**src/drive_mode_pkg.sv**
```systemverilog
// Object indices, codes and reset values for the mode and stop selector.
package drive_mode_pkg;

	localparam logic [15:0] IDX_QUICK_STOP_OPTION = 16'h605a;
	localparam logic [15:0] IDX_HALT_STOP_OPTION  = 16'h605d;
	localparam logic [15:0] IDX_MODE_REQUEST      = 16'h6060;
	localparam logic [15:0] IDX_MODE_DISPLAY      = 16'h6061;

	localparam logic [15:0] QUICK_STOP_RESET = 16'h0002;
	localparam logic [15:0] QUICK_STOP_MAX   = 16'h0007;
	localparam logic [15:0] HALT_RESET       = 16'h0001;
	localparam logic [15:0] HALT_MIN         = 16'h0001;
	localparam logic [15:0] HALT_MAX         = 16'h0003;
	localparam logic [7:0]  MODE_RESET       = 8'h00;
	localparam logic [7:0]  MODE_MAX         = 8'h0a;

	localparam logic [7:0] MODE_PROFILE_POSITION      = 8'h01;
	localparam logic [7:0] MODE_PROFILE_VELOCITY      = 8'h03;
	localparam logic [7:0] MODE_PROFILE_TORQUE        = 8'h04;
	localparam logic [7:0] MODE_HOMING                = 8'h06;
	localparam logic [7:0] MODE_INTERPOLATED_POSITION = 8'h07;
	localparam logic [7:0] MODE_CYCLIC_SYNC_POSITION  = 8'h08;
	localparam logic [7:0] MODE_CYCLIC_SYNC_VELOCITY  = 8'h09;
	localparam logic [7:0] MODE_CYCLIC_SYNC_TORQUE    = 8'h0a;

	localparam logic [15:0] HALT_BIT_POS = 16'h0008;

	// Where the ramp rate comes from while the motor is brought to rest.
	typedef enum logic [2:0] {
		SRC_NONE,
		SRC_COAST,
		SRC_PROFILE_DECEL,
		SRC_HOMING_ACCEL,
		SRC_QUICK_STOP_DECEL,
		SRC_TORQUE_SLOPE,
		SRC_EMERGENCY_TORQUE
	} stop_source_t;

	typedef enum logic [1:0] {
		ACK_OK,
		ACK_ABORT_RANGE,
		ACK_ABORT_READ_ONLY,
		ACK_ABORT_NO_OBJECT
	} sdo_ack_t;

endpackage : drive_mode_pkg

```
**src/drive_mode_stop_selector.sv**
```systemverilog
// Operation mode selection and quick-stop / halt action decoding.
//
// Contract
// - Velocity/homing quick stop 0 coasts, de-energized; code 4 unusable.
// - Velocity/homing codes 1,5 ramp profile decel (homing accel); 5 locks.
// - Velocity/homing codes 2,6 ramp quick stop decel; 6 locks position.
// - Velocity/homing codes 3,7 brake emergency torque; 7 locks position.
// - Torque modes: quick stop 7 and halt 3 coast, position locked.
// - Torque modes: halt 2 ramps by torque slope, then position locked.
// - Halt option accepts 1 to 3, defaults 1, not process mapped.
// - Profile position halt 1 profile decel, 2 quick stop decel; lock.
// - Profile position halt 3 brakes emergency torque, de-energized.
// - Velocity/homing halt 3 emergency torque locked; 1,2 like quick stop.
// - Mode request is signed 8-bit, range 0 to 10, process mappable.
// - Modes 8, 9, 10 select cyclic position, velocity, torque.
// - Mode 7, interpolated position, is unsupported.
// - Unsupported mode by service write is rejected with an abort.
// - Unsupported mode by process data is ignored; mode is kept.
// - Read-only mode display reports active mode, default 0.
// - Quick stop option is signed 16-bit, range 0 to 7, default 2.
`timescale 1ns/1ps

module drive_mode_stop_selector
	import drive_mode_pkg::*;
(
	input  wire logic         core_clk,
	input  wire logic         reset,
	input  wire logic         sdo_valid,
	input  wire logic         sdo_write,
	input  wire logic [15:0]  sdo_index,
	input  wire logic [15:0]  sdo_wdata,
	input  wire logic         pdo_mode_valid,
	input  wire logic [7:0]   pdo_mode,
	input  wire logic [15:0]  control_word,
	input  wire logic         quick_stop_req,
	output logic              sdo_done,
	output sdo_ack_t          sdo_ack,
	output logic [15:0]       sdo_rdata,
	output logic [7:0]        mode_display,
	output logic              stop_active,
	output stop_source_t      stop_source,
	output logic              stop_lock_position
);

	logic [15:0] quick_stop_option;
	logic [15:0] halt_stop_option;
	logic [7:0]  operation_mode_request;
	logic [7:0]  operation_mode_display;

	// Modes the drive can run; reserved values and interpolated are out.
	function automatic logic mode_supported(input logic [7:0] m);
		mode_supported = (m == MODE_PROFILE_POSITION) ||
			(m == MODE_PROFILE_VELOCITY) || (m == MODE_PROFILE_TORQUE) ||
			(m == MODE_HOMING) || (m == MODE_CYCLIC_SYNC_POSITION) ||
			(m == MODE_CYCLIC_SYNC_VELOCITY) ||
			(m == MODE_CYCLIC_SYNC_TORQUE);
	endfunction : mode_supported

	function automatic logic is_vel_homing(input logic [7:0] m);
		is_vel_homing = (m == MODE_PROFILE_VELOCITY) ||
			(m == MODE_CYCLIC_SYNC_VELOCITY) || (m == MODE_HOMING);
	endfunction : is_vel_homing

	function automatic logic is_torque(input logic [7:0] m);
		is_torque = (m == MODE_PROFILE_TORQUE) ||
			(m == MODE_CYCLIC_SYNC_TORQUE);
	endfunction : is_torque

	function automatic stop_source_t ramp_decel(input logic [7:0] m);
		ramp_decel = (m == MODE_HOMING) ? SRC_HOMING_ACCEL
			: SRC_PROFILE_DECEL;
	endfunction : ramp_decel

	logic sdo_wr;
	logic sdo_mode_bad;
	logic qs_bad;
	logic halt_bad;
	assign sdo_wr       = sdo_valid && sdo_write;
	assign sdo_mode_bad = !mode_supported(sdo_wdata[7:0]) ||
		(sdo_wdata[15:8] != {8{sdo_wdata[7]}});
	assign qs_bad   = sdo_wdata > QUICK_STOP_MAX;
	assign halt_bad = (sdo_wdata < HALT_MIN) || (sdo_wdata > HALT_MAX);

	// Service writes of option codes; out-of-range values abort.
	always_ff @(posedge core_clk or posedge reset) begin
		if (reset) begin
			quick_stop_option <= QUICK_STOP_RESET;
			halt_stop_option  <= HALT_RESET;
		end else if (sdo_wr) begin
			if (sdo_index == IDX_QUICK_STOP_OPTION && !qs_bad) begin
				quick_stop_option <= sdo_wdata;
			end else if (sdo_index == IDX_HALT_STOP_OPTION && !halt_bad) begin
				halt_stop_option <= sdo_wdata;
			end
		end
	end

	// Mode request: service write wins over process data in the same cycle.
	always_ff @(posedge core_clk or posedge reset) begin
		if (reset) begin
			operation_mode_request <= MODE_RESET;
		end else if (sdo_wr && sdo_index == IDX_MODE_REQUEST) begin
			if (!sdo_mode_bad) begin
				operation_mode_request <= sdo_wdata[7:0];
			end
		end else if (pdo_mode_valid && mode_supported(pdo_mode)) begin
			operation_mode_request <= pdo_mode;
		end
	end

	// The active mode follows a supported request one cycle later.
	always_ff @(posedge core_clk or posedge reset) begin
		if (reset) begin
			operation_mode_display <= MODE_RESET;
		end else if (mode_supported(operation_mode_request)) begin
			operation_mode_display <= operation_mode_request;
		end
	end

	// Service answers, one cycle after the request.
	always_ff @(posedge core_clk or posedge reset) begin
		if (reset) begin
			sdo_done  <= 1'b0;
			sdo_ack   <= ACK_OK;
			sdo_rdata <= 16'h0000;
		end else begin
			sdo_done <= sdo_valid;
			if (sdo_valid) begin
				sdo_ack   <= ACK_OK;
				sdo_rdata <= 16'h0000;
				if (sdo_index == IDX_QUICK_STOP_OPTION) begin
					sdo_rdata <= quick_stop_option;
					if (sdo_write && qs_bad) begin
						sdo_ack <= ACK_ABORT_RANGE;
					end
				end else if (sdo_index == IDX_HALT_STOP_OPTION) begin
					sdo_rdata <= halt_stop_option;
					if (sdo_write && halt_bad) begin
						sdo_ack <= ACK_ABORT_RANGE;
					end
				end else if (sdo_index == IDX_MODE_REQUEST) begin
					sdo_rdata <= {{8{operation_mode_request[7]}},
						operation_mode_request};
					if (sdo_write && sdo_mode_bad) begin
						sdo_ack <= ACK_ABORT_RANGE;
					end
				end else if (sdo_index == IDX_MODE_DISPLAY) begin
					sdo_rdata <= {{8{operation_mode_display[7]}},
						operation_mode_display};
					if (sdo_write) begin
						sdo_ack <= ACK_ABORT_READ_ONLY;
					end
				end else begin
					sdo_ack <= ACK_ABORT_NO_OBJECT;
				end
			end
		end
	end

	// Stop action decode from the active mode and the option codes.
	logic         halt_req;
	logic         next_active;
	stop_source_t next_source;
	logic         next_lock;
	logic [7:0]   m;
	assign halt_req = control_word[HALT_BIT_POS[3:0]];
	assign m        = operation_mode_display;

	always_comb begin
		next_active = 1'b0;
		next_source = SRC_NONE;
		next_lock   = 1'b0;
		if (quick_stop_req) begin
			next_active = 1'b1;
			next_lock   = quick_stop_option[2];
			if (quick_stop_option[1:0] == 2'd0) begin
				next_source = SRC_COAST;
			end else if (is_torque(m)) begin
				next_source = (quick_stop_option[1:0] == 2'd3) ? SRC_COAST
					: SRC_TORQUE_SLOPE;
			end else if (m == MODE_CYCLIC_SYNC_POSITION) begin
				next_source = SRC_EMERGENCY_TORQUE;
			end else if (quick_stop_option[1:0] == 2'd1) begin
				next_source = ramp_decel(m);
			end else if (quick_stop_option[1:0] == 2'd2) begin
				next_source = SRC_QUICK_STOP_DECEL;
			end else begin
				next_source = SRC_EMERGENCY_TORQUE;
			end
			// Code 4 is not usable: it coasts and de-energizes.
			if (quick_stop_option[2:0] == 3'd4) begin
				next_source = SRC_COAST;
				next_lock   = 1'b0;
			end
		end else if (halt_req) begin
			next_active = 1'b1;
			next_lock   = 1'b1;
			if (is_torque(m)) begin
				next_source = (halt_stop_option[1:0] == 2'd3) ? SRC_COAST
					: SRC_TORQUE_SLOPE;
			end else if (m == MODE_CYCLIC_SYNC_POSITION) begin
				next_source = SRC_EMERGENCY_TORQUE;
			end else if (halt_stop_option[1:0] == 2'd1) begin
				next_source = ramp_decel(m);
			end else if (halt_stop_option[1:0] == 2'd2) begin
				next_source = SRC_QUICK_STOP_DECEL;
			end else begin
				next_source = SRC_EMERGENCY_TORQUE;
				next_lock   = (m != MODE_PROFILE_POSITION);
			end
		end
	end

	always_ff @(posedge core_clk or posedge reset) begin
		if (reset) begin
			stop_active        <= 1'b0;
			stop_source        <= SRC_NONE;
			stop_lock_position <= 1'b0;
			mode_display       <= MODE_RESET;
		end else begin
			stop_active        <= next_active;
			stop_source        <= next_source;
			stop_lock_position <= next_lock;
			mode_display       <= operation_mode_display;
		end
	end

	AST_QS_CODE0_COAST: assert property (
		@(posedge core_clk) disable iff (reset)
		quick_stop_req && quick_stop_option == 16'h0000 |=>
		stop_source == SRC_COAST && !stop_lock_position)
		else $error("quick stop code 0 did not coast");
	AST_QS_RAMP: assert property (
		@(posedge core_clk) disable iff (reset)
		quick_stop_req && is_vel_homing(m) && quick_stop_option[1:0] == 2'd1
		|=> stop_lock_position == $past(quick_stop_option[2]) &&
		stop_source == (($past(m) == MODE_HOMING) ? SRC_HOMING_ACCEL
		: SRC_PROFILE_DECEL))
		else $error("quick stop profile ramp source wrong");
	AST_QS_QSDECEL: assert property (
		@(posedge core_clk) disable iff (reset)
		quick_stop_req && is_vel_homing(m) && quick_stop_option == 16'h0006
		|=> stop_source == SRC_QUICK_STOP_DECEL && stop_lock_position)
		else $error("quick stop code 6 wrong");
	AST_QS_EMERG: assert property (
		@(posedge core_clk) disable iff (reset)
		quick_stop_req && is_vel_homing(m) && quick_stop_option == 16'h0003
		|=> stop_source == SRC_EMERGENCY_TORQUE && !stop_lock_position)
		else $error("quick stop code 3 wrong");
	AST_TORQUE_HALT3: assert property (
		@(posedge core_clk) disable iff (reset)
		!quick_stop_req && halt_req && is_torque(m) && halt_stop_option == 16'h3
		|=> stop_source == SRC_COAST && stop_lock_position)
		else $error("torque halt 3 did not coast locked");
	AST_TORQUE_HALT2: assert property (
		@(posedge core_clk) disable iff (reset)
		!quick_stop_req && halt_req && is_torque(m) && halt_stop_option == 16'h2
		|=> stop_source == SRC_TORQUE_SLOPE)
		else $error("torque halt 2 not torque slope");
	AST_HALT_RANGE: assert property (
		@(posedge core_clk) disable iff (reset)
		halt_stop_option >= HALT_MIN && halt_stop_option <= HALT_MAX)
		else $error("halt option out of range");
	AST_PP_HALT2: assert property (
		@(posedge core_clk) disable iff (reset)
		!quick_stop_req && halt_req && m == MODE_PROFILE_POSITION &&
		halt_stop_option == 16'h2
		|=> stop_source == SRC_QUICK_STOP_DECEL && stop_lock_position)
		else $error("profile position halt 2 wrong");
	AST_PP_HALT3: assert property (
		@(posedge core_clk) disable iff (reset)
		!quick_stop_req && halt_req && m == MODE_PROFILE_POSITION &&
		halt_stop_option == 16'h3 |=> !stop_lock_position)
		else $error("profile position halt 3 locked");
	AST_VEL_HALT3: assert property (
		@(posedge core_clk) disable iff (reset)
		!quick_stop_req && halt_req && is_vel_homing(m) &&
		halt_stop_option == 16'h3
		|=> stop_source == SRC_EMERGENCY_TORQUE && stop_lock_position)
		else $error("velocity halt 3 not emergency locked");
	AST_SDO_ABORT: assert property (
		@(posedge core_clk) disable iff (reset)
		sdo_wr && sdo_index == IDX_MODE_REQUEST && sdo_mode_bad
		|=> sdo_done && sdo_ack == ACK_ABORT_RANGE &&
		$stable(operation_mode_request))
		else $error("bad mode write not aborted");
	AST_PDO_IGNORE: assert property (
		@(posedge core_clk) disable iff (reset)
		!sdo_wr && pdo_mode_valid && !mode_supported(pdo_mode)
		|=> $stable(operation_mode_request))
		else $error("bad process data mode accepted");
	// Looks at the active mode two edges on, so back-to-back writes are legal.
	AST_DISPLAY: assert property (
		@(posedge core_clk) disable iff (reset)
		sdo_wr && sdo_index == IDX_MODE_REQUEST && !sdo_mode_bad
		|=> ##1 operation_mode_display == $past(sdo_wdata[7:0], 2))
		else $error("display did not follow request");

	COV_QS_LOCK: cover property (@(posedge core_clk) disable iff (reset)
		stop_active && stop_lock_position && stop_source == SRC_QUICK_STOP_DECEL);
	COV_HALT_TORQUE: cover property (@(posedge core_clk) disable iff (reset)
		stop_active && stop_source == SRC_TORQUE_SLOPE);
	COV_MODE_CSV: cover property (@(posedge core_clk) disable iff (reset)
		mode_display == MODE_CYCLIC_SYNC_VELOCITY);
	COV_ABORT: cover property (@(posedge core_clk) disable iff (reset)
		sdo_done && sdo_ack == ACK_ABORT_RANGE);

endmodule : drive_mode_stop_selector

```
**config.mk**
```make
export PLATFORM = sky130hd
export DESIGN_NAME = drive_mode_stop_selector
export DESIGN_NICKNAME = d
export VERILOG_FILES = /design/src/drive_mode_pkg.sv /design/src/drive_mode_stop_selector.sv
export SDC_FILE = /design/constraint.sdc
export NUM_CORES = 1
export LEC_CHECK = 0
export BUFFER_PORTS_ARGS = -buffer_cell sky130_fd_sc_hd__buf_4
export CAP_MARGIN = 20
export CORE_MARGIN = 1
export CORE_UTILIZATION = 55
export CTS_CLUSTER_SIZE = 30
export DETAILED_ROUTE_END_ITERATION = 6
export PLACE_DENSITY_LB_ADDON = 0.08
export SYNTH_ARGS = -nofsm -noshare
export SYNTH_HDL_FRONTEND = slang
export SYNTH_SLANG_ARGS = --single-unit
export TNS_END_PERCENT = 10
```
**constraint.sdc**
```tcl
create_clock -name core_clk -period 7.8 [get_ports core_clk]
set_input_delay 1.56 -clock core_clk [delete_from_list [all_inputs] [get_ports core_clk]]
set_output_delay 1.56 -clock core_clk [all_outputs]
set_load 0.05 [all_outputs]
```
## After elaboration in Yosys (flattened, before gate mapping)

Cells that the tools add are included.

| word-level totals | value |
|---|---|
| bits in read-only memories | 0 |
| flip-flop bits (word level) | 80 |
| memory bits (writable) | 0 |
| input bits | 62 |
| latch bits | 0 |
| word-level logic and storage cells | 130 |
| memories kept | 0 |
| output and inout bits | 32 |

| cells by class | value |
|---|---|
| eq/ne operators | 39 |
| $add $sub $neg | 0 |
| shift operators | 0 |
| order comparisons | 3 |
| mux-type cells | 39 |
| divide/modulo/power cells | 0 |
| $mul | 0 |
| reduce and logical (&&, ||, !) cells | 37 |
| bitwise logic cells | 1 |

Operators with widths:

| operator | count |
|---|---|
| 8-bit by 4-bit equality test with 1-bit output, second input constant | 11 |
| 16-bit by 15-bit equality test with 1-bit output, second input constant | 4 |
| 8-bit by 3-bit equality test with 1-bit output, second input constant | 8 |
| 16-bit two-way mux | 4 |
| 3-bit two-way mux | 12 |
| 8-bit by 1-bit equality test with 1-bit output, second input constant | 3 |
| 8-bit by 2-bit equality test with 1-bit output, second input constant | 3 |
| 8-bit two-way mux | 3 |
| 1-bit logical OR | 21 |
| 16-bit by 2-bit greater-than comparator with 1-bit output, second input constant | 1 |
| 16-bit by 3-bit greater-than comparator with 1-bit output, second input constant | 1 |
| 16-bit by 1-bit less-than comparator with 1-bit output, second input constant | 1 |
| 2-bit two-way mux | 7 |
| 1-bit two-way mux | 13 |
| 2-bit equality test, second input constant | 4 |
| 1-bit logical AND | 8 |
| 8-bit by 1-bit inequality test with 1-bit output, second input constant | 1 |
| 8-bit inequality test | 1 |
| 2-bit by 1-bit equality test with 1-bit output, second input constant | 2 |
| 2-bit AND reduction | 2 |
| 3-bit equality test, second input constant | 1 |
| 1-bit zero test | 3 |
| 3-bit AND reduction | 1 |
| 2-bit zero test | 1 |
| 3 further kinds | 3 |

## Longest topological paths before layout

Gate-level depths: netlist of the first run.

| depth | value |
|---|---|
| word-level depth | 14 |
| mapped depth | 7 |
| depth with buffers taken out | 5 |

## Worst setup path after synthesis of the first run

Ideal clock, no wire load.

| timing path | value |
|---|---|
| kind | input-to-reg |
| start | input port sdo_index[15] |
| end | register operation_mode_request[0] |
| buffers on the path | 1 |
| required time | 7.675 ns |
| path slack | 4.453 ns |
| setup time | 0.125 ns |
| stages | 6 |
| data arrival time | 3.222 ns |
| cell sequence | nor4b_2 -> nand2_2 -> or4_4 -> buf_6 -> mux2i_4 -> mux2_2 |

| on the way | value |
|---|---|
| word-level cells in the longest chain between the ends | 4 |
| elaborated cells on any way between the ends | 6 |
| those cells by class | eq/ne (2); mux (1); reduce/logical (3) |

Ends and longest elaborated chain:

| item | line | RTL |
|---|---|---|
| start, declared | drive_mode_stop_selector.sv:30 | `input wire logic [15:0] sdo_index,` |
| 16-bit by 15-bit equality test with 1-bit output * | drive_mode_stop_selector.sv:102 | `end else if (sdo_wr && sdo_index == IDX_MODE_REQUEST) begin` |
| 1-bit logical AND * | drive_mode_stop_selector.sv:102 |  |
| 2-bit inequality test (no line) / 2-bit nonzero test (equally long branches) | -- |  |
| 2-bit AND reduction (no line) | -- |  |
| end signal, assigned | drive_mode_stop_selector.sv:104 | `operation_mode_request <= sdo_wdata[7:0];` |
| end signal, assigned | drive_mode_stop_selector.sv:107 | `operation_mode_request <= pdo_mode;` |
| end, declared | drive_mode_stop_selector.sv:47 | `logic [7:0] operation_mode_request;` |

Every way passes the cells marked *; elsewhere a longest branch is shown, timed or not.
A chain may end at the register's enable or synchronous reset.

## Worst setup path after layout of the first run

| timing path | value |
|---|---|
| start | input port sdo_index[11] |
| end | register quick_stop_option[0] |

| on the way | value |
|---|---|
| word-level cells in the longest chain between the ends | 3 |

Ends and longest elaborated chain:

| item | line | RTL |
|---|---|---|
| 16-bit by 15-bit equality test with 1-bit output | drive_mode_stop_selector.sv:90 | `if (sdo_index == IDX_QUICK_STOP_OPTION && !qs_bad) begin` |
| 1-bit logical AND | drive_mode_stop_selector.sv:90 |  |
| 2-bit AND reduction (no line) | -- |  |
| end signal, assigned | drive_mode_stop_selector.sv:91 | `quick_stop_option <= sdo_wdata;` |
| end, declared | drive_mode_stop_selector.sv:45 | `logic [15:0] quick_stop_option;` |

No other way between the ends.

==> results of run 1 <==
[critical path, cell delays in order]
cell	delay, ns
buf_4	0.11
nor4b_2	0.29
nand2_2	0.17
or2_2	0.45
nor4_4	0.86
mux2_2	0.43
[synth_stat cells, types with 2 or more instances]
cell | count | area, um2
dfrtp_1 | 78 | 1950
mux2_2 | 26 | 293
nor2b_1 | 26 | 163
and2_1 | 23 | 144
nand2_1 | 21 | 78.8
nor2_1 | 17 | 63.8
a211oi_1 | 12 | 90.1
o21ai_0 | 10 | 50.1
a21oi_1 | 9 | 45.0
nor3b_1 | 9 | 67.6
a31oi_1 | 8 | 50.1
clkbuf_1 | 8 | 30.0
a22oi_1 | 7 | 52.6
nor4_1 | 6 | 37.5
nand2b_1 | 4 | 25.0
nand3b_1 | 4 | 30.0
nor3_1 | 4 | 20.0
inv_1 | 3 | 11.3
nand3_1 | 3 | 15.0
nand4b_1 | 3 | 26.3
or2_2 | 3 | 18.8
buf_2 | 2 | 10.0
dfstp_2 | 2 | 52.6
mux2i_1 | 2 | 20.0
nor3b_2 | 2 | 25.0
nor4b_2 | 2 | 30.0
o31ai_1 | 2 | 15.0
[registers in the layout (all words and copies together) (netlist names), 2 cells and up]
| register | count |
|---|---|
| m | 8 |
| stop_source | 3 |
| quick_stop_option | 16 |
| halt_stop_option | 16 |
| operation_mode_request | 8 |
| sdo_rdata | 16 |
| sdo_ack | 2 |
| mode_display | 8 |
[routing by layer]
metal / vias to the layer above / track usage (%)
met5: - / 0
met4: 0 / 4.70
met2: 82 / 37.0
met3: 5 / 6.76
li1: 1294 / -
met1: 1339 / 33.8
[cell type report]
cell class / count / area share (%)
clock buffer: 10 / 2.88
clock inverter: 5 / 0.791
inverter: 3 / 0.254
sequential: 80 / 45.3
multi-input combinational: 222 / 35.0
timing repair buffer: 80 / 13.6
tap: 77 / 2.18
[per-stage QoR]
stage / util (%) / worst slack [ns]
after floorplan: - / 4.19
after global placement: 67.2 / 3.83
after detailed placement: 67.2 / 3.79
after CTS: 69.7 / 4.15
after global routing: 69.7 / 4.01
final: 69.7 / 4.15
[kinds of logic after synthesis]
| logic type | after synthesis | share of synthesized area (%) |
|---|---|---|
| AND/OR/NAND/NOR | 136 | 23.1 |
| XOR/XNOR | 1 | 0.242 |
| AO/OA/AOI/OAI | 56 | 10.2 |
| flip-flops | 80 | 55.4 |
| multiplexers | 29 | 9.27 |
| buffers and inverters | 14 | 1.73 |
[where the power goes]
group | internal, mW | switching, mW | total, mW | leakage, nW
logic | 0.0854 | 0.131 | 0.216 | 0.926
clock network | 0.114 | 0.150 | 0.264 | 0.0821
registers | 0.447 | 0.0285 | 0.476 | 1.06
[path summary, 6_finish.rpt]
| kind | to | slack, ns | cells after the start |
|---|---|---|---|
| setup reg to reg | sdo_rdata[10]$_DFFE_PP0P_ | 6.12 | 3 |
| setup / recovery | quick_stop_option[0]$_DFFE_PP0P_ | 4.15 | 6 |
| hold / removal | mode_display[4]$_DFF_PP0_ | 0.46 | 0 |
| hold reg to reg | mode_display[4]$_DFF_PP0_ | 0.46 | 0 |
| max in group asynchronous | quick_stop_option[0]$_DFFE_PP0P_ | 5.67 | 3 |
| min in group asynchronous | quick_stop_option[6]$_DFFE_PP0P_ | 1.52 | 3 |
==> metrics.yaml, run 1 <==
top_layer: "met4"
cts_max_level: 3
status: "completed"
dr_wl_met2_mm: 3.60
io-pin-count: 94
design_area_um2: 4430
core_um2: 6350
die-area_um2: 6910
clk_path_buf_depth: 2
clkTransAtPathRegs_ns: 0.08
cellPowerDensity_nw_per_um2: 216
fin_cells: 477
hold_start: "m[4]$_DFFE_PP0P_"
tightest_slew_ns: 1.04
end_kind: "register"
yosysWarnings: 0
grt_pass1_wl_mm: 13.0
max-slew-margin-rel_pct: 30.1
n_fill_cell: 481
hold_slack_ns: 0.462
dr.pass1.iters: 4
io_buffers: 78
grt_usage_pct: 23.8
min_path_type: "register to register"
fin_setup_tns_ns: 0
overflow: 0
nets: 458
ys_seq_area_share_pct: 55.4
synth-edff-count: 0
start_kind: "primary input"
final_common_cell: "buf_4"
root_buffer: "clkbuf_8"
max_cap_violations: 0
cp_data_required_time_ns: 8.02
cts_resized: 0
rsz0062_at_grt: "false"
seq_area_um2: 2000
grt_pass1_vias: 2633
crit_arrival_ns: 3.88
cts_setup_buffers: 0
cts_tree: "done"
initial_core_util_pct: 57.0
syn_area_um2: 3620
finalHoldViolCount: 0
slew_violations: 0
syn_area_per_cell_um2: 11.5
finalCriticalPeriod_ns: 3.65
drive_above_1_share_pct: 34.0
grt_max_degree: 81
setup_viol: 0
num_vias: 2720
ir_drop_v: 0.000196
place_congestion: 0.766
rows: 29
die_x_um: 83.1
antenna_cells: 0
placed_cells: 462
mostFrequentLayoutCells: "buf_4 (80), dfrtp_1 (78), mux2_2 (26), nor2b_1 (26), and2_1 (23)"
clk_latency_ns: 0.35
finClkSkew_ns: 0.00920
cts_sinks: 80
area_growth_pct: 22.3
critical_path.startpoint: "sdo_index[11]"
dr_wl_met3_um: 388
wl_met1_mm: 3.53
multiInputGateArea_um2: 1550
numCtsBuffers: 9
r2r_start: "m[7]$_DFFE_PP0P_"
synth_fp_nets: 378
fp.dieH_um: 83.1
synthArstFlopShare_pct: 100
fmax_mhz: 274
dpl_cell_area_um2: 4260
leakage_nw: 2.07
avgViaCountPerCell: 5.70
wl_mm: 7.56
ys.flop_type: "dfrtp_1"
ys_seq_elements: 80
wire_per_inst_um: 15.8
ant_nets: 0
cp_max_fo: 16
total_power_uw: 956
postSynthCellCount: 316
dp_hpwl_mm: 5.24
timing.final.crit_share_pct: 46.8
antenna_found_initial: 0
synth_cell_types: 47
drc: 0
criticalPathCategory: "primary input to register"
dr.first_iter.drc_count: 155
cts-hold-fix-buffers: 0
No activity file was read; power rests on OpenSTA's default activity.
==> run 2: changes to the inputs <==
CORE_UTILIZATION = 53   (was 55)
clock period = 3.6 ns   (was 7.8 ns; I/O delays follow)
==> metrics.yaml, run 2 (same netlist as run 1, synthesis figures left out) <==
avgViaCountPerCell: 5.66  # -0.77%
clk_latency_ns: 0.35  # about the same
clk_path_buf_depth: 2  # unchanged
rows: 29  # unchanged
antenna_cells: 0  # unchanged
die_x_um: 84.6  # +1.8%
dr.pass1.iters: 7  # +3
finClkSkew_ns: 0.0103  # +0.00108 ns
n_fill_cell: 502  # +4.4%
max_cap_violations: 0  # unchanged
final_common_cell: "buf_4"
finalCriticalPeriod_ns: 2.36
grt_pass1_wl_mm: 12.7  # -2.0%
fp.dieH_um: 84.6  # +1.8%
cts_tree: "done"
fmax_mhz: 424
slew_violations: 0  # unchanged
area_growth_pct: 24.5
rsz0062_at_grt: "false"
dr.first_iter.drc_count: 153  # -1.3%
drc: 0  # unchanged
timing.final.crit_share_pct: 65.5
core_um2: 6460  # +1.7%
mostFrequentLayoutCells: "buf_4 (85), dfrtp_1 (78), mux2_2 (26), nor2b_1 (26), and2_1 (23)"
status: "completed"
io-pin-count: 94  # unchanged
grt_usage_pct: 22.6  # -1.2 points
cts-hold-fix-buffers: 0  # unchanged
criticalPathCategory: "primary input to register"
grt_pass1_vias: 2700  # +2.5%
cts_sinks: 80  # unchanged
min_path_type: "register to register"
cts_resized: 0  # unchanged
cp_max_fo: 8  # -8
place_congestion: 0.786  # +2.6%
grt_max_degree: 42  # -48%
drive_above_1_share_pct: 35.2  # +1.2 points
dp_hpwl_mm: 5.44  # +3.9%
antenna_found_initial: 0  # unchanged
root_buffer: "clkbuf_8"
cts_setup_buffers: 0  # unchanged
max-slew-margin-rel_pct: 44.8  # +15 points
placed_cells: 467  # +1.1%
end_kind: "register"
numCtsBuffers: 9  # unchanged
pre_cts_ws_ns: 0.871  # -2.92 ns
finalCoreUtilization_pct: 69.8  # about the same
start_kind: "primary input"
wire_per_inst_um: 15.7  # -0.64%
crit_arrival_ns: 2.59  # -1.29 ns
die-area_um2: 7160  # +3.7%
io_buffers: 78  # unchanged
nets: 463  # +1.1%
cp_data_required_time_ns: 3.83  # -4.19 ns
tightest_slew_ns: 0.807  # -0.233 ns
ant_nets: 0  # unchanged
cts_max_level: 3  # unchanged
reg.largest.list: "halt_stop_option x16, quick_stop_option x16, sdo_rdata x16"
cellPowerDensity_nw_per_um2: 483  # +120%
leakage_nw: 2.12  # +2.4%
fin_setup_tns_ns: 0  # unchanged
fin_cells: 483  # +1.3%
setup_ws_ns: 1.24  # -2.91 ns
ir_drop_v: 0.000281  # +43%
overflow: 0  # unchanged
setup_viol: 0  # unchanged
clkTransAtPathRegs_ns: 0.09  # about the same
initial_core_util_pct: 56.0  # -0.96 points
finalHoldViolCount: 0  # unchanged
wl_mm: 7.60  # +0.61%
num_vias: 2733  # +0.48%
[run 2: changes by cell type in the layout (fill, tap and decap cells not counted), sizes merged]
| cell | delta |
|---|---|
| bufinv | +1 |
| buf | +5 |
| clkinv | -1 |
| inv | +2 |
| clkinvlp | -1 |
[run 2: critical path, cell delays in order]
cell and delay [ns]:
buf_4 0.11, nor4b_2 0.29, nand2_2 0.17, or4_4 0.61
mux2i_4 0.31, mux2_2 0.37
[run 2: final timing paths]
path,startpoint,endpoint,slack [ns],cells after the start
setup / recovery,sdo_index[11],operation_mode_request[1]$_DFFE_PP0P_,1.24,6
hold / removal,m[4]$_DFFE_PP0P_,mode_display[4]$_DFF_PP0_,0.41,0
max in group asynchronous,reset,m[4]$_DFFE_PP0P_,2.24,3
hold reg to reg,m[4]$_DFFE_PP0P_,mode_display[4]$_DFF_PP0_,0.41,0
min in group asynchronous,reset,quick_stop_option[6]$_DFFE_PP0P_,0.54,2
setup reg to reg,m[7]$_DFFE_PP0P_,stop_source[2]$_DFF_PP0_,1.86,4
[run 2: through the flow]
step	cell area (um2)	hold WS, ns	total power [mW]
after CTS	4510	0.415	2.19
after global placement	4300	0.410	1.51
final	4510	0.415	2.18
after floorplan	3620	0.382	1.35
after global routing	4510	0.435	2.27
after detailed placement	4300	0.406	1.53
[run 2: final cells by class]
cell class,instances,area [um2],area share (%)
multi-input cells,222,1550,34.4
clock buffers,10,138,3.05
clock inverters,6,66.3,1.47
repair buffers,85,638,14.2
inverters,3,11.3,0.250
flip-flops and latches,80,2000,44.5
well taps,77,96.3,2.14
[run 2: layer usage]
metal	wire length, um	vias up	global-route usage [%]
met4	82	0	6.78
li1	-	1301	-
met5	0	-	0
met1	3630	1323	32.5
met3	438	10	4.92
met2	3450	99	34.7
[run 2: power breakdown]
part	internal, mW	total [mW]	switching, mW
Sequential	0.969	1.04	0.0658
Clock	0.343	0.675	0.332
Combinational	0.186	0.469	0.283
Total	1.50	2.18	0.680
==> run 3: changes to the inputs <==
ABC_AREA = 1   (was not set)
CORE_UTILIZATION = 48   (was 53)
clock period = 2.1 ns   (was 3.6 ns; I/O delays follow)
==> metrics.yaml, run 3 <==
r2r_cells: 7  # +3
area_growth_pct: 24.2
min_path_type: "primary input to async pin"
drive_above_1_share_pct: 21.1  # -14 points
max_cap_violations: 0  # unchanged
dp_hpwl_mm: 6.27  # +15%
slew_violations: 0  # unchanged
start_kind: "register"
max_stage_delay_ns: 0.43  # -0.18 ns
synth_top_area_share_pct: 50.0  # -3.9 points
synth_cell_types: 35  # -26%
ff2ff_setup_slack_ns: 0.59  # -1.27 ns
clk_latency_ns: 0.35  # about the same
wl_mm: 8.54  # +12%
crit_buf_inv: 2  # +1
yosysMostFrequentCell: "nand2_1"
antenna_found_initial: 0  # unchanged
setup_viol: 0  # unchanged
cts_max_level: 3  # unchanged
finalCriticalPeriod_ns: 1.51
antenna_cells: 0  # unchanged
cp_data_required_time_ns: 2.40  # -1.43 ns
rsz0062_at_grt: "false"
place_congestion: 0.834  # +6.1%
cts-hold-fix-buffers: 0  # unchanged
cts_tree: "done"
fmax_mhz: 660
timing.final.crit_share_pct: 72.1
status: "completed"
rr_endpoint: "stop_source[0]$_DFF_PP0_"
crit_family: "compound AO/OA/AOI/OAI gates"
synth_area_leaders: "dfrtp_1 (50%), nand2_1 (11%), nand3_1 (8.3%)"
max-slew-margin-rel_pct: 57.7  # +13 points
finalHoldViolCount: 0  # unchanged
grt_pass1_wl_mm: 14.5  # +14%
ys_seq_elements: 80  # unchanged
setup_ws_ns: 0.585  # -0.656 ns
dr.first_iter.drc_count: 193  # +26%
cellPowerDensity_nw_per_um2: 696  # +44%
finalCoreUtilization_pct: 62.1  # -7.6 points
cts_resized: 0  # unchanged
grt_pass1_vias: 3161  # +17%
die-area_um2: 8500  # +19%
ant_nets: 0  # unchanged
synth_common_cells: "nand2_1 (115), dfrtp_1 (78), inv_1 (74), nor2_1 (71), nand3_1 (65)"
cts_setup_buffers: 0  # unchanged
clkTransAtPathRegs_ns: 0.09  # about the same
syn_area_um2: 3900  # +7.9%
end_kind: "register"
rows: 32  # +10%
core_um2: 7810  # +21%
numCtsBuffers: 9  # unchanged
root_buffer: "clkbuf_8"
cp_slowest_cell: "dfrtp_1"
ys_seq_area_share_pct: 51.3  # -4.0 points
synth_fp_nets: 557  # +47%
avgViaCountPerCell: 4.94  # -13%
io_buffers: 78  # unchanged
grt_usage_pct: 21.8  # -0.85 points
postSynthCellCount: 495  # +57%
mostFrequentLayoutCells: "nand2_1 (115), buf_4 (83), dfrtp_1 (78)"
pre_cts_ws_ns: 0.252  # -0.619 ns
yosysTopAreaCell: "dfrtp_1"
syn_area_per_cell_um2: 7.89  # -31%
synth-edff-count: 0  # unchanged
synthArstFlopShare_pct: 100  # unchanged
finClkSkew_ns: 0.0147  # +0.00446 ns
leakage_nw: 2.57  # +21%
r2r_start: "m[7]$_DFFE_PP0P_"
crit_arrival_ns: 1.81  # -0.78 ns
cp_max_fo: 5  # -3
fin_setup_tns_ns: 0  # unchanged
ys.flop_type: "dfrtp_1"
wire_per_inst_um: 12.4  # -21%
nets: 641  # +38%
crit_chain: "inv_1 -> nand4_1 -> a21oi_1 -> inv_1 -> o21ai_0 -> o21ai_0 -> nand2_1"
grt_max_degree: 50  # +19%
overflow: 0  # unchanged
dpl_cell_area_um2: 4650  # +8.0%
ir_drop_v: 0.000377  # +34%
num_vias: 3391  # +24%
die_x_um: 92.2  # +8.9%
yosysWarnings: 0  # unchanged
final_common_cell: "nand2_1"
cp.depth: 7  # +1
clk_path_buf_depth: 2  # unchanged
io-pin-count: 94  # unchanged
criticalPathCategory: "register to register"
fp.dieH_um: 92.2  # +8.9%
reg.largest.list: "halt_stop_option x16, quick_stop_option x16, sdo_rdata x16"
dr.pass1.iters: 4  # -3
drc: 0  # unchanged
design_area_um2: 4850  # +7.6%
hold_slack_ns: 0.145  # -0.270 ns
initial_core_util_pct: 50.0  # -6.0 points
tightest_slew_ns: 0.633  # -0.174 ns
cts_sinks: 80  # unchanged
==> run 3: changes by cell type in the layout (fill, tap and decap cells not counted), sizes merged, moves of 10 or more <==
cell / change
nand4: +22
and2: -23
inv: +72
mux2: -26
nor2: +60
nand3: +65
a211oi: -11
nand2: +97
nor2b: -26
nor3b: -10
==> run 3: logic make-up after synthesis <==
| logic type | synth area share [%] |
|---|---|
| buffers and inverters | 9.42 |
| AOI/OAI and AO/OA | 3.94 |
| DFF | 51.3 |
| and+or+nand+nor | 35.3 |
==> run 3: where the power goes <==
group | switching [mW] | internal [mW] | total, mW
sequential | 0.0676 | 1.63 | 1.69
clock | 0.571 | 0.591 | 1.16
combinational | 0.337 | 0.184 | 0.521
total | 0.976 | 2.40 | 3.38
==> run 3: final cells by class <==
class	count	area (um2)
tap	102	128
sequential	80	2000
inverter	77	293
multi-input combinational	325	1540
clock inverter	5	62.6
fill	722	2960
timing repair buffer	86	683
clock buffer	11	141
==> run 3: per-layer routing <==
layer | routed length [um] | share of wire [%] | track usage [%]
met3 | 480 | 5.6 | 4.39
met4 | 87 | 1.0 | 7.94
met2 | 4030 | 47 | 35.6
met5 | 0 | 0 | 0
met1 | 3940 | 46 | 28.6
==> run 3: worst reg2reg max path: stages, from the launching register on <==
cell and delay [ns]:
dfrtp_1 0.43, inv_1 0.09, nand4_1 0.20, a21oi_1 0.36, inv_1 0.14, o21ai_0 0.09
o21ai_0 0.09, nand2_1 0.06
==> run 3: worst max-delay path by stage <==
stage / startpoint / endpoint / slack (ns)
3_5_place_dp: sdo_wdata[3] / quick_stop_option[12]$_DFFE_PP0P_ / 0.25
6_report: m[7]$_DFFE_PP0P_ / stop_source[0]$_DFF_PP0_ / 0.59
4_1_cts: m[7]$_DFFE_PP0P_ / stop_source[0]$_DFF_PP0_ / 0.58
2_1_floorplan: sdo_wdata[3] / quick_stop_option[10]$_DFFE_PP0P_ / 0.54
3_3_place_gp: sdo_wdata[3] / quick_stop_option[5]$_DFFE_PP0P_ / 0.27
5_1_grt: m[7]$_DFFE_PP0P_ / stop_source[0]$_DFF_PP0_ / 0.39
==> run 3: stage by stage <==
| stage | power, mW | instances |
|---|---|---|
| 2_1_floorplan | 2.04 | 495 |
| 3_3_place_gp | 2.24 | 670 |
| 3_5_place_dp | 2.25 | 670 |
| 4_1_cts | 3.40 | 686 |
| 5_1_grt | 3.52 | 686 |
| 6_report | 3.38 | 686 |
